## config.mk

```make
export PLATFORM = sky130hd
export DESIGN_NAME = mcu_alu_flag_logic
export DESIGN_NICKNAME = d
export VERILOG_FILES = /design/src/hdl/alu_flag_pkg.sv /design/src/hdl/mcu_alu_flag_logic.sv
export SDC_FILE = /design/constraint.sdc
export NUM_CORES = 1
export LEC_CHECK = 0
export ABC_AREA = 0
export BUFFER_PORTS_ARGS = -buffer_cell sky130_fd_sc_hd__buf_2
export CAP_MARGIN = 20
export CORE_UTILIZATION = 40
export DETAILED_ROUTE_END_ITERATION = 8
export HOLD_SLACK_MARGIN = 0.03
export PLACE_DENSITY_LB_ADDON = 0.15
export SLEW_MARGIN = 20
export SYNTH_ARGS = -nofsm -noshare
export SYNTH_HDL_FRONTEND = slang
export SYNTH_SLANG_ARGS = --single-unit
```

## constraint.sdc

```tcl
create_clock -name clk_sys -period 3 [get_ports clk_sys]
set_input_delay 0.6 -clock clk_sys [delete_from_list [all_inputs] [get_ports clk_sys]]
set_output_delay 0.6 -clock clk_sys [all_outputs]
set_load 0.05 [all_outputs]
```

## src/hdl/alu_flag_pkg.sv

```systemverilog
package alu_flag_pkg;

  localparam int data_w = 8;

  // operation select, one-hot
  typedef enum logic [8:0] {
    op_none                       = 9'h001,
    op_add_with_carry             = 9'h002,
    op_subtract_with_borrow       = 9'h004,
    op_product                    = 9'h008,
    op_quotient                   = 9'h010,
    op_decimal_adjust             = 9'h020,
    op_rotate_right_through_carry = 9'h040,
    op_rotate_left_through_carry  = 9'h080,
    op_compare_jump_not_equal     = 9'h100
  } alu_op_e;

  // decimal adjust constants, then the product limit and the zero byte
  localparam logic [7:0] da_low_fix = 8'h06;
  localparam logic [7:0] da_high_fix = 8'h60;
  localparam logic [8:0] da_bcd_max = 9'h099;
  localparam logic [3:0] da_nibble_max = 4'h9;
  localparam logic [15:0] byte_max = 16'h00ff;
  localparam logic [7:0] zero_byte = 8'h00;

  typedef struct packed {
    logic carry;
    logic half_carry_flag;
    logic signed_range_exceeded_flag;
  } flags_s;

  localparam flags_s flags_reset = '{carry: 1'b0, half_carry_flag: 1'b0,
                                     signed_range_exceeded_flag: 1'b0};

  typedef struct packed {
    alu_op_e op;
    logic [7:0] working_in;
    logic [7:0] source;
    logic [7:0] operand_b;
    logic [7:0] dest;
  } alu_req_s;

endpackage

```

## src/hdl/mcu_alu_flag_logic.sv

```systemverilog
// Operation
// - add_with_carry: working plus source plus carry
// - add_with_carry carry out of bit 7
// - add_with_carry overflow: carry6 xor carry7
// - add_with_carry half carry from bit 3
// - subtract_with_borrow: working minus source minus borrow
// - subtract_with_borrow carry on borrow out of bit 7
// - subtract_with_borrow overflow: borrow6 xor borrow7
// - subtract_with_borrow half carry on bit 3 borrow
// - multiply: low to working, high to operand
// - multiply clears carry, overflow if above 255
// - divide: quotient to working, remainder operand
// - divide clears carry, overflow on zero divisor
// - adjust adds 06 if half carry/nibble>9
// - adjust adds 60 if carry or step one
// - adjust carry set when result exceeds 99
// - rotate right: bit0 to carry, carry in
// - rotate left: bit7 to carry, carry in
// - compare jump taken when values differ
// - compare carry when source above destination
module mcu_alu_flag_logic (
  // clock and reset
  input wire logic clk_sys,
  input wire logic sys_rst,
  // request from the decoder
  input wire logic op_valid,
  input alu_flag_pkg::alu_req_s req,
  // flag load from other instructions
  input wire logic flags_load,
  input alu_flag_pkg::flags_s flags_in,
  // results
  output logic done_reg,
  output logic [7:0] working_out_reg,
  output logic working_we_reg,
  output logic [7:0] operand_b_out_reg,
  output logic operand_b_we_reg,
  output logic branch_taken_reg,
  output alu_flag_pkg::flags_s flags_reg
);

  alu_flag_pkg::flags_s flags_next;
  logic [7:0] working_next;
  logic [7:0] operand_b_next;
  logic working_we_next;
  logic operand_b_we_next;
  logic branch_next;

  wire logic cy = flags_reg.carry;
  wire logic [7:0] a = req.working_in;
  wire logic [7:0] s = req.source;
  wire logic [7:0] b = req.operand_b;

  // one ripple stage per bit, so the carry and borrow out of every bit can be tapped
  wire logic [8:0] add_carry;
  wire logic [8:0] sub_borrow;
  wire logic [7:0] add_sum;
  wire logic [7:0] sub_diff;

  assign add_carry[0] = cy;
  assign sub_borrow[0] = cy;

  for (genvar i = 0; i < 8; i++) begin : g_bit
    wire logic differ = a[i] ^ s[i];
    assign add_sum[i] = differ ^ add_carry[i];
    assign add_carry[i + 1] = (a[i] & s[i]) | (differ & add_carry[i]);
    assign sub_diff[i] = differ ^ sub_borrow[i];
    assign sub_borrow[i + 1] = (~a[i] & s[i]) | (~differ & sub_borrow[i]);
  end

  wire logic add_c7 = add_carry[8];
  wire logic add_c6 = add_carry[7];
  wire logic add_c3 = add_carry[4];
  wire logic sub_b7 = sub_borrow[8];
  wire logic sub_b6 = sub_borrow[7];
  wire logic sub_b3 = sub_borrow[4];

  // multiply, single cycle
  wire logic [15:0] product = {8'h00, a} * {8'h00, b};
  wire logic product_big = product > alu_flag_pkg::byte_max;

  // divide; a zero divisor leaves results undefined, guarded to keep x out
  wire logic div_zero = b == alu_flag_pkg::zero_byte;
  wire logic [7:0] quotient = div_zero ? a : a / b;
  wire logic [7:0] remainder = div_zero ? b : a % b;

  // decimal adjust; carry follows the final compare only, a prior carry is not kept
  wire logic da_step1 = flags_reg.half_carry_flag || (a[3:0] > alu_flag_pkg::da_nibble_max);
  wire logic [8:0] da_sum1 = {1'b0, a} + (da_step1 ? {1'b0, alu_flag_pkg::da_low_fix} : 9'h000);
  wire logic da_step2 = cy || da_step1;
  wire logic [8:0] da_sum2 = da_sum1 + (da_step2 ? {1'b0, alu_flag_pkg::da_high_fix} : 9'h000);
  wire logic da_carry = da_sum2 > alu_flag_pkg::da_bcd_max;

  // compare jump
  wire logic cmp_ne = s != req.dest;
  wire logic cmp_gt = s > req.dest;

  always_comb begin
    flags_next = flags_reg;
    working_next = working_out_reg;
    operand_b_next = operand_b_out_reg;
    working_we_next = 1'b0;
    operand_b_we_next = 1'b0;
    branch_next = 1'b0;
    if (op_valid) begin
      case (req.op)
        alu_flag_pkg::op_add_with_carry: begin
          working_next = add_sum;
          working_we_next = 1'b1;
          flags_next.carry = add_c7;
          flags_next.signed_range_exceeded_flag = add_c6 ^ add_c7;
          flags_next.half_carry_flag = add_c3;
        end
        alu_flag_pkg::op_subtract_with_borrow: begin
          working_next = sub_diff;
          working_we_next = 1'b1;
          flags_next.carry = sub_b7;
          flags_next.signed_range_exceeded_flag = sub_b6 ^ sub_b7;
          flags_next.half_carry_flag = sub_b3;
        end
        alu_flag_pkg::op_product: begin
          working_next = product[7:0];
          operand_b_next = product[15:8];
          working_we_next = 1'b1;
          operand_b_we_next = 1'b1;
          flags_next.carry = 1'b0;
          flags_next.signed_range_exceeded_flag = product_big;
        end
        alu_flag_pkg::op_quotient: begin
          working_next = quotient;
          operand_b_next = remainder;
          working_we_next = 1'b1;
          operand_b_we_next = 1'b1;
          flags_next.carry = 1'b0;
          flags_next.signed_range_exceeded_flag = div_zero;
        end
        alu_flag_pkg::op_decimal_adjust: begin
          working_next = da_sum2[7:0];
          working_we_next = 1'b1;
          flags_next.carry = da_carry;
        end
        alu_flag_pkg::op_rotate_right_through_carry: begin
          working_next = {cy, a[7:1]};
          working_we_next = 1'b1;
          flags_next.carry = a[0];
        end
        alu_flag_pkg::op_rotate_left_through_carry: begin
          working_next = {a[6:0], cy};
          working_we_next = 1'b1;
          flags_next.carry = a[7];
        end
        alu_flag_pkg::op_compare_jump_not_equal: begin
          branch_next = cmp_ne;
          flags_next.carry = cmp_gt;
        end
        default: begin
          flags_next = flags_reg;
        end
      endcase
    end else if (flags_load) begin
      flags_next = flags_in;
    end
  end

  always_ff @(posedge clk_sys or posedge sys_rst) begin
    if (sys_rst) begin
      flags_reg <= alu_flag_pkg::flags_reset;
    end else begin
      flags_reg <= flags_next;
    end
  end

  // result registers hold between writes; the write strobes say when to use them
  always_ff @(posedge clk_sys or posedge sys_rst) begin
    if (sys_rst) begin
      working_out_reg <= alu_flag_pkg::zero_byte;
    end else begin
      working_out_reg <= working_next;
    end
  end

  always_ff @(posedge clk_sys or posedge sys_rst) begin
    if (sys_rst) begin
      operand_b_out_reg <= alu_flag_pkg::zero_byte;
    end else begin
      operand_b_out_reg <= operand_b_next;
    end
  end

  always_ff @(posedge clk_sys or posedge sys_rst) begin
    if (sys_rst) begin
      working_we_reg <= 1'b0;
    end else begin
      working_we_reg <= working_we_next;
    end
  end

  always_ff @(posedge clk_sys or posedge sys_rst) begin
    if (sys_rst) begin
      operand_b_we_reg <= 1'b0;
    end else begin
      operand_b_we_reg <= operand_b_we_next;
    end
  end

  always_ff @(posedge clk_sys or posedge sys_rst) begin
    if (sys_rst) begin
      branch_taken_reg <= 1'b0;
    end else begin
      branch_taken_reg <= branch_next;
    end
  end

  // done pulses for refused codes too, so the decoder never waits on a bad op
  always_ff @(posedge clk_sys or posedge sys_rst) begin
    if (sys_rst) begin
      done_reg <= 1'b0;
    end else begin
      done_reg <= op_valid;
    end
  end

endmodule

```

==> parameters.txt <==
Parameter                              Value

Outcome
  Outcome    finished with violations
  Violated checks    negative setup slack

CTS
  Number of buffers created by CTS    3
  CTS tree    done
  Sink Count    23
  Clock edge transition at the registers on the reported setup and hold paths    60 ps
  Level count of the clock H-tree    1
  CTS root buf    sky130_fd_sc_hd__clkbuf_16
  Buffer levels on the longest clock path    2
  Hold buffers post-CTS    0
  Clk Latency, worst-skew pair    250 ps

Setup path
  Type of element launching the critical path    input pin
  Highest cell delay on the worst timing path    340 ps
  Cell with the largest stage delay on the worst path    sky130_fd_sc_hd__a2111oi_4
  Maximum fanout encountered on the critical timing path    7
  Register-to-Register Path Depth    11
  Capture point of the worst reg-to-reg path    flags_reg[0]
  CP Data Required Time    3140 ps
  Worst reg-to-reg setup slack    140 ps
  CP Class    input pin to flip-flop
  Worst Path Arrival    10,370 ps
  Sort of element at the end of the critical path    flip-flop
  Crit. Startpoint    req[11]
  R2R Path Start    cy
  Worst setup path endpoint    operand_b_out_reg[5]

Layout
  Share of cells above drive strength 1    46.7%
  Fill count    1,201
  Final antenna diode count    0
  Signed area change from the synthesized netlist to the final layout    65.9%
  Final net count    1,342
  Non-filler cells in the finished layout    1,338

Timing
  Slew at the pin closest to its max-slew limit    835 ps
  RSZ-0062 raised after global routing    true
  Highest achievable clock rate    0.0977 GHz
  Final critical delay including setup and external delays    10,230 ps
  Post-Route Hold Slack    478 ps
  Setup TNS    -88,960 ps
  Worst slew margin relative to its limit    44.3%
  Setup-failing EPs final    18
  Final Max Tran Viols    0
  Final period utilization    341%
  Final Hold Vio Count    0
  Worst setup skew after layout    1.37 ps
  Post-route setup slack    -7230 ps

Global routing
  Initial antenna violation count    0
  Wire length of the first global-routing pass    37,000 um
  Total overflow reported by the global router    0
  Maximum number of pins on one net before global-route repair    24
  Total track usage    29.0%
  Number of global-route vias before repair    7,333

Logic synthesis
  Top post-synthesis cells by area    sky130_fd_sc_hd__ha_1 (21%), sky130_fd_sc_hd__fa_1 (13%), sky130_fd_sc_hd__dfrtp_1 (9.2%), sky130_fd_sc_hd__nor2_1 (5.7%), sky130_fd_sc_hd__inv_1 (5.1%)
  Area share of the leading cell type in the synthesized netlist    20.7%
  Synth Cell Area    6240 um2
  Proportion of register bits with asynchronous set or reset after synthesis    100%
  Most numerous cell in the Yosys netlist    sky130_fd_sc_hd__ha_1
  YS warnings    0
  Net count after synthesis    1,003
  Seq/Total Area, Yosys    9.23%
  Count of unique library cells instantiated by Yosys    68
  Per-instance average area after synthesis    7.68 um2
  Leading area contributor after synthesis    sky130_fd_sc_hd__ha_1
  Number of synthesized flops with an enable pin    0
  Count of state elements after synthesis    23
  Most frequently used flop master after synthesis    sky130_fd_sc_hd__dfrtp_1
  Most instantiated cells after synthesis    sky130_fd_sc_hd__ha_1 (103), sky130_fd_sc_hd__nor2_1 (95), sky130_fd_sc_hd__inv_1 (84)
  Post-Synthesis Cells    812

Pwr
  Static Leak    5.00 nW
  Pwr dens    451 nW/um2
  Maximum vdd drop    405 uV
  Total power after layout    0.00467 W

Die
  Overall die height    127 um
  DIE AREA    16,100 um2
  Area of the core    15,200 um2
  IO Count    71
  Std cell rows    45
  Overall die width    127 um
  Starting utilization of the core area    41.0%

Placed design
  Half-perimeter wire length after placement    17,800 um
  Count of placed standard cells including taps    1,270
  Total of buffers placed on input and output ports    70
  Routability cong.    0.917

Drt
  Wire length per cell after detailed routing    18.8 um
  DRT Wirelength    25,200 um
  Number of remaining DRC errors    0
  Vias per cell    5.61
  First DRT Iteration DRCs    502
  Number of nets with antenna violations after detailed routing    0
  First-pass iteration count of the detailed router    5
  Via total after detailed routing    7,502

Job
  Number of max-cap violations    0

Hold path
  Hold WC Path Type    flip-flop to flip-flop
## per-stage QoR
stage / utilization (%) / instance area, um2 / setup slack (ps)
after floorplan: - / 6570 / -7100
after global placement: 57.3 / 8710 / -7380
after detailed placement: 57.3 / 8710 / -7600
after CTS: 63.9 / 9720 / -6740
after global routing: 68.1 / 10300 / -7610
final: 68.1 / 10300 / -7230
## cells by family after synthesis
kind of cell	after synthesis	share of synthesized area (%)
AOI/OAI and AO/OA	209	22.7
xor gates and xnor gates	34	4.78
adders and majority gates	143	33.5
buffers and inverters	118	7.34
DFF	23	9.23
muxes	11	1.93
and+or+nand+nor	274	20.5
## where the power goes
group / internal, W / leakage (nW) / switching (W)
combinational: 0.00200 / 4.65 / 0.00201
clock: 0.000181 / 0.0382 / 0.000101
sequential: 0.000351 / 0.307 / 0.0000249
## worst min-delay path by stage
| stage | end | from | slack, ps | cells past startpoint |
|---|---|---|---|---|
| after floorplan | cy | cy | 550 | 2 |
| after global placement | working_out_reg[0] | working_out_reg[0] | 460 | 2 |
| after detailed placement | working_out_reg[6] | working_out_reg[6] | 470 | 2 |
| after CTS | working_out_reg[0] | working_out_reg[0] | 480 | 2 |
| after global routing | working_out_reg[0] | working_out_reg[0] | 510 | 2 |
| final | working_out_reg[6] | working_out_reg[6] | 480 | 2 |
## area by class of cell
cell class	count	area, um2	area share [%]
Clock buffer	4	78.8	0.762
Inverter	88	340	3.29
Multi-Input combinational cell	671	6270	60.6
Sequential cell	23	576	5.56
Tap cell	188	235	2.27
Timing Repair Buffer	364	2850	27.6
## critical path, delay by kind of cell
family / cells / cell delay, ps
adder cells (fa/ha/maj): 7 / 1850
AND/OR/NAND/NOR: 17 / 2050
buffers and inverters: 12 / 1670
multiplexers: 3 / 860
AO/OA/AOI/OAI: 18 / 3320
## metal layers
metal  GRT usage [%]  part of all wire (%)  vias to the layer above
li1                -                     -                     3558
met1            38.5                    42                     3577
met2            49.5                    48                      292
met3            3.67                   6.0                       75
met4            7.70                   3.7                        0
met5               0                     0                        -
## cell usage in the layout, fill, tap and decap left out, types with 16 or more instances in the layout
master	synthesis	routed
sky130_fd_sc_hd__dfrtp_1	23	23
sky130_fd_sc_hd__ha_4	0	18
sky130_fd_sc_hd__a21oi_1	47	23
sky130_fd_sc_hd__a21oi_2	0	20
sky130_fd_sc_hd__inv_1	84	72
sky130_fd_sc_hd__nor3_1	27	16
sky130_fd_sc_hd__nand2_1	76	73
sky130_fd_sc_hd__ha_1	103	82
sky130_fd_sc_hd__buf_2	3	65
sky130_fd_sc_hd__o21ai_0	51	23
sky130_fd_sc_hd__o21ai_1	1	17
sky130_fd_sc_hd__nor2_1	95	80
sky130_fd_sc_hd__fa_1	40	38
sky130_fd_sc_hd__buf_4	3	242
sky130_fd_sc_hd__buf_6	0	47
sky130_fd_sc_hd__xnor2_1	22	21
## what timing repair did
item | 4_1_cts | 5_1_grt
setup buffers | 37 | 33
setup endpoints to repair | 18 | 18
cloned | 0 | 0
pin swaps | 77 | 66
resized for setup | 156 | 85
Note: power is estimated with default switching activity, not from simulation.
